==> src/core/lcd_pkg.sv <==
package lcd_pkg;

   // -------------------------------------------------
   // Register map
   // -------------------------------------------------
   localparam int ADDR_W = 7;
   localparam logic [6:0] OFS_DISPLAY_CONTROL = 7'h00;
   localparam logic [6:0] OFS_CHARGE_PUMP_CONTROL = 7'h01;
   localparam logic [6:0] OFS_PHASE_AND_PRESCALE = 7'h02;
   localparam logic [6:0] OFS_SEGMENT_PIN_ENABLE_0 = 7'h08;
   localparam logic [6:0] OFS_PIXEL_DATA_0 = 7'h40;

   // -------------------------------------------------
   // Reset values
   // -------------------------------------------------
   localparam logic [7:0] RST_DISPLAY_CONTROL = 8'h00;
   localparam logic [7:0] RST_CHARGE_PUMP_CONTROL = 8'h3C;
   localparam logic [7:0] RST_PHASE_AND_PRESCALE = 8'h00;
   localparam logic [7:0] RST_ZERO = 8'h00;

   // -------------------------------------------------
   // Field positions
   // -------------------------------------------------
   localparam int BIT_DRIVER_ENABLE = 7;
   localparam int BIT_SLEEP_DISABLE = 6;
   localparam int BIT_WRITE_ERROR = 5;
   localparam int POS_CLK_SRC = 3;
   localparam int POS_COMMONS = 0;
   localparam int BIT_PUMP_ENABLE = 7;
   localparam int POS_PEAK_LEVEL = 3;
   localparam int BIT_THIRD_LEVEL = 2;
   localparam int POS_REG_CLK = 0;
   localparam int BIT_WAVEFORM_TYPE = 7;
   localparam int BIT_HALF_LEVEL = 6;
   localparam int BIT_DRIVER_ACTIVE = 5;
   localparam int BIT_WRITE_ALLOW = 4;
   localparam int POS_PRESCALE = 0;
   localparam logic [7:0] CPC_WRITABLE = 8'hBF;
   localparam logic [7:0] PPS_WRITABLE = 8'hCF;

   // -------------------------------------------------
   // Timing and encodings
   // -------------------------------------------------
   localparam logic [12:0] FAST_RC_DIV = 13'h1FFF;
   localparam logic [12:0] SLOW_DIV = 13'h001F;
   localparam logic [4:0] SEG_COUNTS_LAST = 5'h1F;
   localparam logic [4:0] SEG_COUNTS_HALF = 5'h0F;
   localparam logic [4:0] TRANSITION_COUNTS = 5'h03;
   localparam logic [2:0] COMMONS_STATIC = 3'h0;
   localparam logic [2:0] COMMONS_THREE = 3'h2;
   localparam logic [2:0] COMMONS_FOUR = 3'h3;

   typedef enum logic [1:0] {
      CLK_FAST_RC = 2'h0,
      CLK_SECONDARY = 2'h1,
      CLK_LOW_POWER = 2'h2
   } lcd_clk_src_t;

   typedef enum logic [1:0] {
      BIAS_STATIC = 2'h0,
      BIAS_HALF = 2'h1,
      BIAS_THIRD = 2'h2
   } lcd_bias_t;

   // Settings handed to the analog regulator
   typedef struct packed {
      logic pumpEnable;
      logic [2:0] peakLevel;
      logic thirdLevelSupport;
      logic [1:0] regulatorClockSel;
      logic regulatorOn;
   } lcd_regulator_t;

endpackage

==> src/core/lcd_segment_ctrl.sv <==
// The address map and the address-and-strobe port were decided locally.
`timescale 1ns/1ps
`default_nettype none

module lcd_segment_ctrl
   import lcd_pkg::*;
#(
   parameter int NUM_SEGS = 64,
   parameter int NUM_COMS = 8,
   parameter int MAX_SEGS_HIGH_MUX = 60
) (
   // Clock and reset
   input wire logic mclk,
   input wire logic rstn,
   // Register port
   input wire logic [ADDR_W-1:0] regAddr,
   input wire logic [7:0] regWdata,
   input wire logic regWr,
   input wire logic regRd,
   output logic [7:0] regRdata,
   // Oscillator ticks and power state
   input wire logic fastRcTick,
   input wire logic secOscTick,
   input wire logic lowPwrRcTick,
   input wire logic cpuSleep,
   // Panel side
   output logic [NUM_COMS-1:0] commonLine,
   output logic [NUM_SEGS-1:0] segmentLine,
   output logic framePhase,
   output logic [NUM_SEGS-1:0] segmentPinEnable,
   output lcd_bias_t biasMode,
   output lcd_regulator_t regulatorCfg,
   output logic ladderTransition,
   output logic driverActive
);

   // -------------------------------------------------
   // Register storage
   // -------------------------------------------------
   logic [7:0] displayControl_q;
   logic [7:0] chargePumpControl_q;
   logic [7:0] phasePrescale_q;
   logic [7:0] segEnable_q [0:7];
   logic [7:0] pixelData_q [0:63];
   logic [7:0] regRdata_q;

   logic active_q;
   logic writeAllow_q;
   logic [12:0] srcCnt_q;
   logic [15:0] preCnt_q;
   logic [4:0] segCnt_q;
   logic [2:0] comIdx_q;
   logic phase_q;
   logic ladderTrans_q;
   lcd_bias_t bias_q;
   lcd_regulator_t regCfg_q;
   logic [NUM_COMS-1:0] comOut_q;
   logic phaseOut_q;

   logic isCtrl, isPump, isPhase, isSegEn, isPixel;
   logic pixelWr;
   logic runDriver;
   logic srcTick, baseTick, preTick;
   logic [12:0] srcDivLast;
   logic [1:0] clkSel;
   logic [2:0] comSel;
   logic lastCount, lastCom;

   assign clkSel = displayControl_q[POS_CLK_SRC +: 2];
   assign comSel = displayControl_q[POS_COMMONS +: 3];

   // -------------------------------------------------
   // Address decode
   // -------------------------------------------------
   assign isCtrl = (regAddr == OFS_DISPLAY_CONTROL);
   assign isPump = (regAddr == OFS_CHARGE_PUMP_CONTROL);
   assign isPhase = (regAddr == OFS_PHASE_AND_PRESCALE);
   assign isSegEn = (regAddr[ADDR_W-1:3] == OFS_SEGMENT_PIN_ENABLE_0[ADDR_W-1:3]);
   assign isPixel = (regAddr[ADDR_W-1] == OFS_PIXEL_DATA_0[ADDR_W-1]);
   assign pixelWr = regWr && isPixel;

   // -------------------------------------------------
   // Control registers
   // -------------------------------------------------
   // Error flag is clear-only from software; a refused pixel write in the
   // same cycle still leaves it set.
   always_ff @(posedge mclk or negedge rstn) begin
      if (!rstn) begin
         displayControl_q <= RST_DISPLAY_CONTROL;
      end else begin
         if (regWr && isCtrl) begin
            displayControl_q <= regWdata;
            displayControl_q[BIT_WRITE_ERROR] <= displayControl_q[BIT_WRITE_ERROR]
                                                 & regWdata[BIT_WRITE_ERROR];
         end
         if (pixelWr && !writeAllow_q) begin
            displayControl_q[BIT_WRITE_ERROR] <= 1'b1;
         end
      end
   end

   always_ff @(posedge mclk or negedge rstn) begin
      if (!rstn) begin
         chargePumpControl_q <= RST_CHARGE_PUMP_CONTROL;
      end else if (regWr && isPump) begin
         chargePumpControl_q <= regWdata & CPC_WRITABLE;
      end
   end

   // Status bits live outside this register and are merged on read
   always_ff @(posedge mclk or negedge rstn) begin
      if (!rstn) begin
         phasePrescale_q <= RST_PHASE_AND_PRESCALE;
      end else if (regWr && isPhase) begin
         phasePrescale_q <= regWdata & PPS_WRITABLE;
      end
   end

   always_ff @(posedge mclk or negedge rstn) begin
      if (!rstn) begin
         for (int i = 0; i < 8; i++) begin
            segEnable_q[i] <= RST_ZERO;
         end
      end else if (regWr && isSegEn) begin
         segEnable_q[regAddr[2:0]] <= regWdata;
      end
   end

   always_ff @(posedge mclk or negedge rstn) begin
      if (!rstn) begin
         for (int i = 0; i < 64; i++) begin
            pixelData_q[i] <= RST_ZERO;
         end
      end else if (pixelWr && writeAllow_q) begin
         pixelData_q[regAddr[5:0]] <= regWdata;
      end
   end

   // -------------------------------------------------
   // Read port
   // -------------------------------------------------
   always_ff @(posedge mclk or negedge rstn) begin
      if (!rstn) begin
         regRdata_q <= RST_ZERO;
      end else if (regRd) begin
         if (isCtrl) begin
            regRdata_q <= displayControl_q;
         end else if (isPump) begin
            regRdata_q <= chargePumpControl_q;
         end else if (isPhase) begin
            regRdata_q <= phasePrescale_q;
            regRdata_q[BIT_DRIVER_ACTIVE] <= active_q;
            regRdata_q[BIT_WRITE_ALLOW] <= writeAllow_q;
         end else if (isSegEn) begin
            regRdata_q <= segEnable_q[regAddr[2:0]];
         end else if (isPixel) begin
            regRdata_q <= pixelData_q[regAddr[5:0]];
         end else begin
            regRdata_q <= RST_ZERO;
         end
      end else begin
         regRdata_q <= RST_ZERO;
      end
   end
   assign regRdata = regRdata_q;

   // -------------------------------------------------
   // Enable and sleep
   // -------------------------------------------------
   assign runDriver = displayControl_q[BIT_DRIVER_ENABLE]
                      && !(cpuSleep && displayControl_q[BIT_SLEEP_DISABLE]);

   always_ff @(posedge mclk or negedge rstn) begin
      if (!rstn) begin
         active_q <= 1'b0;
      end else begin
         active_q <= runDriver;
      end
   end
   assign driverActive = active_q;

   // -------------------------------------------------
   // Clock source and prescaler
   // -------------------------------------------------
   always_comb begin
      case (clkSel)
         CLK_FAST_RC: begin
            srcTick = fastRcTick;
            srcDivLast = FAST_RC_DIV;
         end
         CLK_SECONDARY: begin
            srcTick = secOscTick;
            srcDivLast = SLOW_DIV;
         end
         default: begin
            srcTick = lowPwrRcTick;
            srcDivLast = SLOW_DIV;
         end
      endcase
   end

   // Fixed source divider, then the hidden 16-bit prescaler
   always_ff @(posedge mclk or negedge rstn) begin
      if (!rstn) begin
         srcCnt_q <= 13'h0000;
      end else if (!active_q) begin
         srcCnt_q <= 13'h0000;
      end else if (srcTick) begin
         srcCnt_q <= (srcCnt_q >= srcDivLast) ? 13'h0000 : srcCnt_q + 13'h0001;
      end
   end
   assign baseTick = srcTick && (srcCnt_q >= srcDivLast);

   always_ff @(posedge mclk or negedge rstn) begin
      if (!rstn) begin
         preCnt_q <= 16'h0000;
      end else if (!active_q) begin
         preCnt_q <= 16'h0000;
      end else if (baseTick) begin
         preCnt_q <= preTick ? 16'h0000 : preCnt_q + 16'h0001;
      end
   end
   assign preTick = baseTick
                    && (preCnt_q >= {12'h000, phasePrescale_q[POS_PRESCALE +: 4]});

   // -------------------------------------------------
   // Segment time, commons scan and phase
   // -------------------------------------------------
   assign lastCount = (segCnt_q == SEG_COUNTS_LAST);
   assign lastCom = (comIdx_q >= comSel);

   always_ff @(posedge mclk or negedge rstn) begin
      if (!rstn) begin
         segCnt_q <= 5'h00;
         comIdx_q <= 3'h0;
      end else if (!active_q) begin
         segCnt_q <= 5'h00;
         comIdx_q <= 3'h0;
      end else if (preTick) begin
         segCnt_q <= segCnt_q + 5'h01;
         if (lastCount) begin
            comIdx_q <= lastCom ? 3'h0 : comIdx_q + 3'h1;
         end
      end
   end

   always_ff @(posedge mclk or negedge rstn) begin
      if (!rstn) begin
         phase_q <= 1'b0;
      end else if (!active_q) begin
         phase_q <= 1'b0;
      end else if (preTick) begin
         if (phasePrescale_q[BIT_WAVEFORM_TYPE]) begin
            if (lastCount && lastCom) begin
               phase_q <= ~phase_q;
            end
         end else if (lastCount || segCnt_q == SEG_COUNTS_HALF) begin
            phase_q <= ~phase_q;
         end
      end
   end
   assign framePhase = phaseOut_q;

   // Ladder runs in transition mode for the first counts of a segment time
   always_ff @(posedge mclk or negedge rstn) begin
      if (!rstn) begin
         ladderTrans_q <= 1'b0;
      end else begin
         ladderTrans_q <= active_q && (segCnt_q < TRANSITION_COUNTS);
      end
   end
   assign ladderTransition = ladderTrans_q;

   // Pixel writes refused in the last prescaled count before a frame boundary,
   // while writes at any other count reach the live pixel data mid-frame.
   always_ff @(posedge mclk or negedge rstn) begin
      if (!rstn) begin
         writeAllow_q <= 1'b1;
      end else begin
         writeAllow_q <= !active_q || !(lastCom && lastCount);
      end
   end

   // -------------------------------------------------
   // Bias and regulator settings
   // -------------------------------------------------
   always_ff @(posedge mclk or negedge rstn) begin
      if (!rstn) begin
         bias_q <= BIAS_STATIC;
      end else if (comSel == COMMONS_STATIC) begin
         bias_q <= BIAS_STATIC;
      end else if (comSel <= COMMONS_THREE && phasePrescale_q[BIT_HALF_LEVEL]) begin
         bias_q <= BIAS_HALF;
      end else begin
         bias_q <= BIAS_THIRD;
      end
   end
   assign biasMode = bias_q;

   always_ff @(posedge mclk or negedge rstn) begin
      if (!rstn) begin
         regCfg_q <= '0;
      end else begin
         regCfg_q.pumpEnable <= chargePumpControl_q[BIT_PUMP_ENABLE];
         regCfg_q.peakLevel <= chargePumpControl_q[POS_PEAK_LEVEL +: 3];
         regCfg_q.thirdLevelSupport <= chargePumpControl_q[BIT_THIRD_LEVEL];
         regCfg_q.regulatorClockSel <= chargePumpControl_q[POS_REG_CLK +: 2];
         regCfg_q.regulatorOn <= |chargePumpControl_q[POS_REG_CLK +: 2];
      end
   end
   assign regulatorCfg = regCfg_q;

   // -------------------------------------------------
   // Panel drive
   // -------------------------------------------------
   // Selected common is driven to the active level of the current phase;
   // unselected and unused commons carry the opposite level.
   always_ff @(posedge mclk or negedge rstn) begin
      if (!rstn) begin
         comOut_q <= '0;
         phaseOut_q <= 1'b0;
      end else begin
         phaseOut_q <= phase_q;
         for (int c = 0; c < NUM_COMS; c++) begin
            comOut_q[c] <= active_q && ((c == int'(comIdx_q)) ^ phase_q);
         end
      end
   end
   assign commonLine = comOut_q;

   genvar s;
   generate
      for (s = 0; s < NUM_SEGS; s++) begin : gSeg
         logic segOut_q;
         logic pinEn_q;
         logic pixelOn;
         logic segUsable;
         assign pixelOn = pixelData_q[{comIdx_q, 3'(s / 8)}][s % 8];
         assign segUsable = (s < MAX_SEGS_HIGH_MUX) || (comSel <= COMMONS_FOUR);
         always_ff @(posedge mclk or negedge rstn) begin
            if (!rstn) begin
               segOut_q <= 1'b0;
               pinEn_q <= 1'b0;
            end else begin
               pinEn_q <= segEnable_q[s / 8][s % 8];
               // Dark pixel on a usable segment drives the selected common's level; clear or unusable drives opposite it
               segOut_q <= active_q && ((segUsable && pixelOn) ^ phase_q);
            end
         end
         assign segmentLine[s] = segOut_q;
         assign segmentPinEnable[s] = pinEn_q;
      end
   endgenerate

endmodule

`default_nettype wire

==> config.mk <==
export PLATFORM = sky130hd
export DESIGN_NAME = lcd_segment_ctrl
export DESIGN_NICKNAME = d
export VERILOG_FILES = /design/src/core/lcd_pkg.sv /design/src/core/lcd_segment_ctrl.sv
export SDC_FILE = /design/constraint.sdc
export NUM_CORES = 1
export LEC_CHECK = 0
export ABC_AREA = 1
export BUFFER_PORTS_ARGS = -buffer_cell sky130_fd_sc_hd__buf_2
export CAP_MARGIN = 15
export CORE_MARGIN = 2
export CORE_UTILIZATION = 30
export DETAILED_ROUTE_END_ITERATION = 16
export SLEW_MARGIN = 20
export SYNTH_ARGS = -nofsm -noshare
export SYNTH_HDL_FRONTEND = slang
export SYNTH_SLANG_ARGS = --single-unit
==> constraint.sdc <==
create_clock -name mclk -period 2.5 [get_ports mclk]
set_input_delay 0.25 -clock mclk [delete_from_list [all_inputs] [get_ports mclk]]
set_output_delay 0.25 -clock mclk [all_outputs]
set_load 0.005 [all_outputs]
=== After elaboration in Yosys (flattened, before gate mapping) ===
Index checks and enable logic that the tools add are counted.

* Bitwise logic cells: 84
* Reduce and logical (&&, ||, !) cells: 106
* Muxes and demuxes: 65
* Order comparisons: 18
* Eq/ne operators: 19
* $add $sub $neg: 4

{| class="wikitable"
|+ Operators with widths
! kind !! number
|-
| bitwise mux 512 bit || 1
|-
| binary-select mux 8 bit (select 6 bit) || 9
|-
| 2-to-1 mux 8 bit || 28
|-
| logical AND 1 bit || 92
|-
| bitwise XOR 1 bit || 72
|-
| bitwise mux 64 bit || 1
|-
| greater-or-equal comparator 7 bit, second input constant || 9
|-
| inverter 6 -> 7 bit || 9
|-
| 2-to-1 mux 13 bit || 4
|-
| demux 8 bit (select 6 bit) || 1
|-
| 2-to-1 mux 16 bit || 3
|-
| binary-select mux 8 bit (select 3 bit) || 1
|-
| demux 8 bit (select 3 bit) || 1
|-
| adder 16 x 1 -> 16 bit, second input constant || 1
|-
| greater-or-equal comparator 16 x 4 -> 1 bit || 1
|-
| adder 13 x 1 -> 13 bit, second input constant || 1
|-
| greater-or-equal comparator 13 bit || 1
|-
| equality test 3 bit, first input constant || 4
|-
| 2-to-1 mux 3 bit || 4
|-
| 2-to-1 mux 5 bit || 2
|-
| != test 2 x 1 -> 1 bit, second input constant || 4
|-
| equality test 7 x 1 -> 1 bit, second input constant || 1
|-
| equality test 7 x 2 -> 1 bit, second input constant || 1
|-
| zero test 7 bit || 1
|-
| other kinds (30) || 44
|}

* Register bits: 793
* Logic and storage cells: 517
* Output and inout port bits: 157

=== Longest topological paths before layout ===
Gate-level depths: netlist of the first run.

* Depth after elaboration: 10
* Depth in mapped cells: 17
* Mapped depth without buffers: 15

=== Least setup slack after synthesis of the first run ===
Ideal clock, no wire load.

* Kind: reg-to-reg
* From: register displayControl_q[4]
* To: register comIdx_q[1]
* Slack: 0.231 ns
* Arrival time: 2.152 ns
* Setup time: 0.117 ns
* Path buffers: 1
* Stages on the path, launching flop included: 14
* Cells stage by stage: dfrtp_1 -> or2_2 -> ha_1 -> a21oi_1 -> o21ai_0 -> nand2_1 -> nand2_1 -> a31oi_1 -> nand2_1 -> nand3_1 -> nand2_1 -> clkbuf_1 -> nand3b_1 -> nand2_1

* Cells in the longest elaborated chain, start to end: 7
* Elaborated cells on any way between the ends: 9
* Those cells by class: order compare (1); eq/ne (2); mux (2); reduce/logical (4)

{| class="wikitable"
|+ Ends and longest elaborated chain
! element !! RTL line !! text
|-
| from (decl) || lcd_segment_ctrl.sv:40 || <nowiki>logic [7:0] displayControl_q;</nowiki>
|-
| from (signal assigned) || lcd_segment_ctrl.sv:92 || <nowiki>displayControl_q <= regWdata;</nowiki>
|-
| from (signal, indexed assignment) || lcd_segment_ctrl.sv:93 || <nowiki>displayControl_q[BIT_WRITE_ERROR] <= displayControl_q[BIT_WRITE_ERROR]</nowiki>
|-
| zero test 2 bit || lcd_segment_ctrl.sv:186 || <nowiki>case (clkSel)</nowiki>
|-
| 2-to-1 mux 13 bit || lcd_segment_ctrl.sv:186 ||
|-
| greater-or-equal comparator 13 bit || lcd_segment_ctrl.sv:212 || <nowiki>assign baseTick = srcTick && (srcCnt_q >= srcDivLast);</nowiki>
|-
| logical AND 1 bit * || lcd_segment_ctrl.sv:212 ||
|-
| logical AND 1 bit * || lcd_segment_ctrl.sv:224 || <nowiki>&& (preCnt_q >= {12'h000, phasePrescale_q[POS_PRESCALE +: 4]});</nowiki>
|-
| != test 2 x 1 -> 1 bit (no source line) * || -- ||
|-
| AND reduction 2 bit (no source line) * || -- ||
|-
| to (signal assigned) || lcd_segment_ctrl.sv:242 || <nowiki>comIdx_q <= lastCom ? 3'h0 : comIdx_q + 3'h1;</nowiki>
|-
| to (decl) || lcd_segment_ctrl.sv:52 || <nowiki>logic [2:0] comIdx_q;</nowiki>
|}

Every way passes the cells marked *; elsewhere a longest branch is shown, timed or not.
A chain may end at the register's enable or synchronous reset.

=== Final worst setup path of the first run ===
* From: register comIdx_q[0]
* To: register gSeg[3].segOut_q

* Cells in the longest elaborated chain, start to end: 6

{| class="wikitable"
|+ Ends and longest elaborated chain
! element !! RTL line !! text
|-
| inverter 6 -> 7 bit (implied by the code) || lcd_segment_ctrl.sv:338 || <nowiki>assign pixelOn = pixelData_q[{comIdx_q, 3'(s / 8)}][s % 8];</nowiki>
|-
| binary-select mux 8 bit (select 6 bit) || lcd_segment_ctrl.sv:338 ||
|-
| 2-to-1 mux 8 bit (2 in series) || -- ||
|-
| bitwise XOR 1 bit || lcd_segment_ctrl.sv:347 || <nowiki>segOut_q <= active_q && ((segUsable && pixelOn) ^ phase_q);</nowiki>
|-
| logical AND 1 bit || lcd_segment_ctrl.sv:347 ||
|-
| to (signal assigned) || lcd_segment_ctrl.sv:347 ||
|-
| to (decl) || lcd_segment_ctrl.sv:334 || <nowiki>logic segOut_q;</nowiki>
|}

Every way passes these cells. The select of a mux whose other input is x is not followed.

==> results by group, run 1 <==
Drt
  • Vias per std cell: 5.165
  • Metal2 WL: 69520 microns
  • Routed WL per cell: 21.91 microns
  • DRT iter0 DRCs: 4088
  • DRC: 0
  • M1 wire length: 65490 microns
  • Total number of vias: 36390
  • Wirelength, routed: 154300 microns
  • Routed Antenna Nets: 0
  • Met3 WL: 11440 microns
  • Highest metal layer with signal wires: met5
  • TritonRoute pass-1 iters: 8

Synthesis
  • Synth Cell Area: 0.03972 sq mm
  • Post-synth cell types: 39
  • Most instantiated cells after synthesis: nand2_1 (1399), o21ai_0 (1034), dfrtp_1 (788), inv_1 (373), nor2_1 (299)
  • Synth Flop Type: dfrtp_1
  • Post-synth ARST share: 100.0%
  • Synth area leader: dfrtp_1
  • Yosys Warn Count: 0
  • Share of the synthesized area in the top cell type: 49.65%
  • Most common cell in the synthesized netlist: nand2_1
  • Largest cells by area after synthesis: dfrtp_1 (50%), nand2_1 (13%), o21ai_0 (13%), inv_1 (3.5%), a21oi_1 (3.3%)
  • Post-Syn Instances: 5133
  • Syn_nets: 5182
  • Syn Area/Cell: 7.738 sq um
  • Sequential area share after synthesis: 49.98%
  • Post-synth EDFFs: 0
  • Seq cells post-synth: 793

Setup path
  • CP startpoint kind: flop
  • R2R depth: 9
  • Critical path buffer and inverter count: 3
  • CP endpoint kind: flop
  • Cells along the critical path: buf_12 > buf_4 > o21ai_0 > o22ai_1 > nor2_1 > a31oi_1 > buf_4 > o21ai_0 > a21oi_1
  • CP max FO: 36
  • Crit path required time: 3.11 ns
  • Largest stage delay, worst path: 0.57 ns
  • Top delay family on crit path: compound AO/OA/AOI/OAI gates
  • CP max-delay cell: dfrtp_4
  • CP Class: reg2reg
  • CP arrival: 3.06 ns
  • Crit. path cell count: 9

Global routing
  • First-pass GRT wire length: 229500 microns
  • Grt ovf: 0
  • GR Util All Layers: 22.36%
  • Largest net degree at the start of global routing: 86
  • Vias in the first global route: 33950
  • Initial antenna violation count: 7

Timing
  • Final hold slack: 0.09590 ns
  • Top achievable clock speed: 0.4095 GHz
  • # setup viols final: 0
  • Setup_tns: 0 ns
  • Final clock skew: 0.03205 ns
  • Fin crit share: 97.69%
  • Fin. Hold Viols: 0
  • Slew @ Worst Pin: 0.7666 ns
  • Slew Viols, Final: 0
  • Final worst path period need: 2.442 ns
  • Post-route worst setup slack: 0.05775 ns
  • RSZ-0062 raised after global routing: false
  • Rel. slew slack: 48.36%

Placed design
  • Placed cells: 6880
  • Placed cell areas: 0.04367 sq mm
  • Dpl hpwl: 110100 microns
  • Port-buffer cells: 179
  • DP Worst Slack: -0.2344 ns
  • Placer Congestion: 0.9607

Cells and area
  • Number of antenna diodes: 0
  • Cell area after layout: 0.04694 sq mm
  • Number of nets in the layout: 5274
  • Final Non-Filler Cells: 7045
  • Layout area overhead: 18.19%
  • Share of post-route cells with drive strength above 1: 13.18%
  • Final core occ: 35.71%

Power
  • Pleak: 22.14 nW
  • PD cells: 690.8 mW/mm^2
  • Tot Pwr: 32.43 mW
  • Flop pwr share: 44.6%
  • Clock share of power: 43.5%
  • Combinational share of power: 11.8%
  • Internal: 23.34 mW
  • Max rail drop VDD: 0.0005302 V
  • Switch share: 28.04%
  • P_sw: 9.092 mW

Die
  • Initial Util: 30.21%
  • Die area: 0.1353 sq mm
  • Core box area: 0.1315 sq mm
  • Num rows: 133
  • Io pins: 180
  • Die H: 367.9 microns
  • Die width: 367.9 microns

Outcome
  • Status: complete, no violations

Clock network
  • CTS tree: built
  • Longest Clk Path Bufs: 3
  • Clock sinks: 793
  • Clock-pin slew on the worst setup and hold paths: 0.07 ns
  • CTS Buf Count: 88
  • Worst skew pair latency: 0.69 ns
  • Clock root cell: clkbuf_16
  • CTS H-tree depth: 3

Min path
  • Hold Path Class: in2async

Run
  • Maxcap violations: 0
## layout make-up
type / count / area (sq um)
Sequential cell: 793 / 19860
Fill cell: 13690 / 84520
Clock inverter: 48 / 743.2
Timing Repair Buffer: 489 / 4185
Multi-Input combinational cell: 3471 / 16140
Clock buffer: 107 / 2374
Inverter: 382 / 1443
Tap cell: 1755 / 2196
## power groups by stage
stage          registers (mW)  logic, mW  clock network (mW)
3_3_place_gp             14.7       3.75                   0
3_5_place_dp             14.7       3.79                   0
4_1_cts                  14.4       3.82                14.3
5_1_grt                  14.6       4.23                14.8
6_report                 14.5       3.84                14.1
2_1_floorplan            14.4       2.00                   0
## routing by layer
metal / global-route usage, % / vias to the layer above
met1: 30.73 / 17550
met3: 3.117 / 291
met4: 10.38 / 10
met2: 34.78 / 1656
li1: - / 16880
met5: 0 / -
## state kept, by name (all words and copies together) (netlist names), 2 cells and up
name	cells
regRdata	8
segEnable_q	64
phasePrescale_q	6
segCnt_q	5
preCnt_q	16
chargePumpControl_q	7
pixelData_q	512
srcCnt_q	13
gSeg.segOut_q	64
commonLine	8
displayControl_q	8
regulatorCfg	8
comIdx_q	3
gSeg.pinEn_q	64
biasMode	2
## layout by cell type, fill, tap and decap left out, types with 13 or more instances in the layout
cell       count
a21oi_1      262
a31oi_1       50
buf_12        73
buf_2        177
buf_4        226
bufinv_16     14
clkbuf_16     88
clkinv_2      13
dfrtp_1      783
ha_1          25
inv_1        365
inv_2         14
nand2_1     1395
nand3_1      128
nor2_1       296
nor3_1        18
o211ai_1      95
o21ai_0     1033
o21ai_1       16
o22ai_1       59
xor2_1        16
## final timing paths
kind	start	to	slack (ns)
hold / removal	rstn	srcCnt_q[2]	0.1
min in group mclk	lowPwrRcTick	srcCnt_q[0]	0.11
max in group asynchronous	rstn	pixelData_q[16]	1.42
setup / recovery	comIdx_q[0]	gSeg[3].segOut_q	0.06
setup reg to reg	comIdx_q[0]	gSeg[3].segOut_q	0.06
hold reg to reg	segEnable_q[52]	gSeg[12].pinEn_q	0.38
## kinds of logic (layout without fill, tap and decap cells)
kind of cell,count (synthesis),in the layout,share of synthesized area [%]
buffers and inverters,869,1026,9.590
DFF,793,793,49.98
adders and majority gates,26,26,0.8191
xor gates and xnor gates,19,19,0.4190
AOI/OAI and AO/OA,1532,1532,20.38
and+or+nand+nor,1894,1894,18.81
## repair_timing
| action | CTS | global route |
|---|---|---|
| hold endpoints to repair | 250 | 0 |
| hold buffers | 10 | 0 |
| resized for setup | 3 | 10 |
| pin swaps | 1 | 1 |
| setup endpoints to repair | 11 | 40 |
| buffers inserted | 0 | 0 |
Power figures use the tool's default switching activity.
==> run 2: changes to the inputs <==
--- a/config.mk
+++ b/config.mk
@@ -5,11 +5,11 @@
 export SDC_FILE = /design/constraint.sdc
 export NUM_CORES = 1
 export LEC_CHECK = 0
-export ABC_AREA = 1
 export BUFFER_PORTS_ARGS = -buffer_cell sky130_fd_sc_hd__buf_2
 export CAP_MARGIN = 15
 export CORE_MARGIN = 2
 export CORE_UTILIZATION = 30
+export CTS_BUF_LIST = sky130_fd_sc_hd__clkbuf_2 sky130_fd_sc_hd__clkbuf_4 sky130_fd_sc_hd__clkbuf_8
 export DETAILED_ROUTE_END_ITERATION = 16
 export SLEW_MARGIN = 20
 export SYNTH_ARGS = -nofsm -noshare
==> constraint.sdc (replaced) <==
create_clock -name mclk -period 2.85 [get_ports mclk]
set_input_delay 0.285 -clock mclk [delete_from_list [all_inputs] [get_ports mclk]]
set_output_delay 0.285 -clock mclk [all_outputs]
set_load 0.005 [all_outputs]
==> results by group, run 2 <==
Synthesis
  • Post-synth EDFFs: 0
  • Most instantiated cells after synthesis: dfrtp_1 (788), mux2_2 (639), mux4_2 (174), buf_4 (143), nor2_1 (126)
  • Largest cells by area after synthesis: dfrtp_1 (49%), mux2_2 (18%), mux4_2 (9.8%), mux2i_1 (3.0%), buf_4 (2.7%)
  • Syn Area/Cell: 13.43 sq um
  • Share of the synthesized area in the top cell type: 49.21%
  • Yosys Warn Count: 0
  • Post-Syn Instances: 2984
  • Synth Flop Type: dfrtp_1
  • Synth area leader: dfrtp_1
  • Most common cell in the synthesized netlist: dfrtp_1
  • Seq cells post-synth: 793
  • Synth Area in Adders: 0.8118%
  • Post-synth cell types: 84
  • Synth Area in Compound Gates: 6.179%
  • Sequential area share after synthesis: 49.53%
  • Largest family of logic cells by synthesized area: multiplexers
  • XOR/XNOR Fraction of Synth Area: 1.661%
  • Synth Cell Area: 0.04007 sq mm
  • Post-synth ARST share: 100.0%
  • Syn_nets: 3033
  • Mux contribution to synthesized area: 30.98%
  • Post-Synth Simple-Gate Area: 5.617%

Die
  • Initial Util: 30.14%
  • Core box area: 0.1330 sq mm
  • Io pins: 180
  • Die area: 0.1365 sq mm
  • Num rows: 134
  • Die H: 369.5 microns
  • Die width: 369.5 microns

Clock network
  • Worst skew pair latency: 0.88 ns
  • Clock sinks: 793
  • CTS tree: built
  • Setup bufs post-CTS: 0
  • Clock-pin slew on the worst setup and hold paths: 0.06 ns
  • CTS H-tree depth: 4
  • CTS Buf Count: 134
  • Clock root cell: clkbuf_8
  • Longest Clk Path Bufs: 3

Timing
  • Rel. slew slack: 32.61%
  • Final clock skew: 0.05160 ns
  • RSZ-0062 raised after global routing: true
  • Setup_tns: 0 ns
  • # setup viols final: 0
  • Slew @ Worst Pin: 1.011 ns
  • Slew Viols, Final: 0
  • Fin crit share: 99.22%
  • Fin. Hold Viols: 0
  • Final worst path period need: 2.828 ns
  • Top achievable clock speed: 0.3536 GHz

Global routing
  • Initial antenna violation count: 9
  • Vias in the first global route: 28490
  • First-pass GRT wire length: 229900 microns
  • GR Util All Layers: 23.97%
  • Largest net degree at the start of global routing: 104
  • Grt ovf: 0

Setup path
  • Crit path required time: 3.55 ns
  • CP endpoint kind: flop
  • CP Class: reg2reg
  • CP startpoint kind: flop
  • CP max-delay cell: o41ai_1
  • Critical path buffer and inverter count: 1
  • Cells along the critical path: mux2_2 > a221oi_1 > nor3_1 > a2111o_1 > o41ai_1 > buf_4 > a221oi_1
  • Top delay family on crit path: compound AO/OA/AOI/OAI gates
  • CP arrival: 3.52 ns
  • Largest stage delay, worst path: 0.72 ns
  • CP max FO: 3
  • Most used cell along the critical path: a221oi_1

Power
  • PD cells: 580.8 mW/mm^2
  • Tot Pwr: 27.46 mW
  • Internal: 19.80 mW
  • P_sw: 7.655 mW
  • Switch share: 27.88%
  • Combinational share of power: 12.0%
  • Flop pwr share: 47.1%
  • Max rail drop VDD: 0.0003196 V
  • Clock share of power: 41.0%
  • Pleak: 22.27 nW

Drt
  • Routed Antenna Nets: 0
  • Highest metal layer with signal wires: met5
  • Total number of vias: 28570
  • DRT iter0 DRCs: 3379
  • M1 wire length: 70140 microns
  • Met3 WL: 14310 microns
  • Wirelength, routed: 164500 microns
  • Vias per std cell: 5.550
  • DRC: 0
  • TritonRoute pass-1 iters: 5
  • Metal2 WL: 71600 microns
  • Routed WL per cell: 31.95 microns

Cells and area
  • Commonest non-fill, non-tap cell in the layout: dfrtp_1
  • Number of nets in the layout: 3326
  • Share of post-route cells with drive strength above 1: 48.09%
  • Multi-input logic area: 0.01815 sq mm
  • Fillers: 12910
  • Register area: 0.01986 sq mm
  • Flip-flop count of the largest register after layout: 512
  • Layout area overhead: 17.97%
  • Commonest non-fill, non-tap cells in the layout: dfrtp_1 (785), mux2_2 (639), buf_4 (267)
  • Reg with most FFs: pixelData_q
  • Final Non-Filler Cells: 5148

Run
  • Maxcap violations: 0

Placed design
  • Placer Congestion: 1.012
  • Placed cells: 4900
  • Dpl hpwl: 123200 microns
  • Port-buffer cells: 179

Min path
  • Hold Path Class: in2reg

Outcome
  • Status: complete, no violations
[run 2: cell types whose count changed in the layout (fill, tap and decap cells not counted), moves of 88 or more]
cell / before / now
o211ai_1: 95 / 6
a21oi_1: 262 / 52
clkbuf_8: 10 / 174
mux2_2: 0 / 639
nor2_1: 296 / 125
mux2i_1: 0 / 119
inv_1: 365 / 16
mux4_2: 0 / 174
clkbuf_16: 88 / 0
nand3_1: 128 / 28
nand2_1: 1395 / 119
o21ai_0: 1033 / 41
[run 2: cell families (layout without fill, tap and decap cells)]
kind of cell               after synthesis  in the layout
AOI/OAI and AO/OA                      337            337
muxes                                  939            939
other                                    0              1
xor gates and xnor gates                76             76
adders and majority gates               26             26
and+or+nand+nor                        446            446
buffers and inverters                  367            762
DFF                                    793            793
[run 2: area by class of cell]
| type | instances | share of cell area [%] |
|---|---|---|
| flip-flops and latches | 793 | 42.01 |
| well taps | 1768 | 4.679 |
| clock inverters | 27 | 0.5558 |
| diodes | 1 | 0.005293 |
| inverters | 19 | 0.1562 |
| multi-input cells | 1824 | 38.39 |
| repair buffers | 505 | 8.551 |
| clock buffers | 211 | 5.653 |
[run 2: per-stage QoR]
step           worst slack (ns)  cell area (sq um)  hold WS (ns)  util (%)
2_1_floorplan            0.2744              40070      -0.01059         -
3_3_place_gp            -0.2844              44230        0.2355     33.27
3_5_place_dp            -0.2742              44230        0.2368     33.27
4_1_cts                0.005378              47270       0.01191     35.55
5_1_grt                 0.02699              47280       0.07864     35.56
6_report                0.02217              47280       0.05504     35.56
[run 2: what timing repair did]
action / CTS / global route
hold endpoints to repair: 595 / 0
hold buffers: 9 / 0
gates resized for setup: 0 / 2
setup endpoints to repair: 0 / 22
[run 2: metal layers]
layer,vias up,GRT usage (%)
li1,11570,-
met1,15220,33.36
met2,1471,35.21
met3,301,5.236
met4,8,11.66
met5,-,0
[run 2: worst paths after layout]
kind	startpoint	end	slack, ns	cells past startpoint
max in group asynchronous	rstn	pixelData_q[200]	2.00	3
max reg2reg	pixelData_q[233]	regRdata[1]	0.02	7
min	regWdata[6]	pixelData_q[142]	0.06	3
min in group asynchronous	rstn	pixelData_q[313]	0.16	3
max	pixelData_q[233]	regRdata[1]	0.02	7
min reg2reg	segEnable_q[10]	gSeg[50].pinEn_q	0.38	0
[run 2: power groups by stage]
stage,clock [mW],combinational [mW],sequential [mW]
floorplan,0,1.90,12.6
global placement,0,3.20,13.0
detailed placement,0,3.23,13.1
CTS,11.5,3.26,12.9
global route,11.9,3.46,13.0
finish,11.2,3.29,12.9
[run 2: worst reg2reg max path, delay by kind of cell, from the launching register on]
family | cells | cell delay (ns)
AO/OA/AOI/OAI | 4 | 1.59
flip-flops | 1 | 0.41
multiplexers | 1 | 0.32
buffers and inverters | 1 | 0.23
AND/OR/NAND/NOR | 1 | 0.12
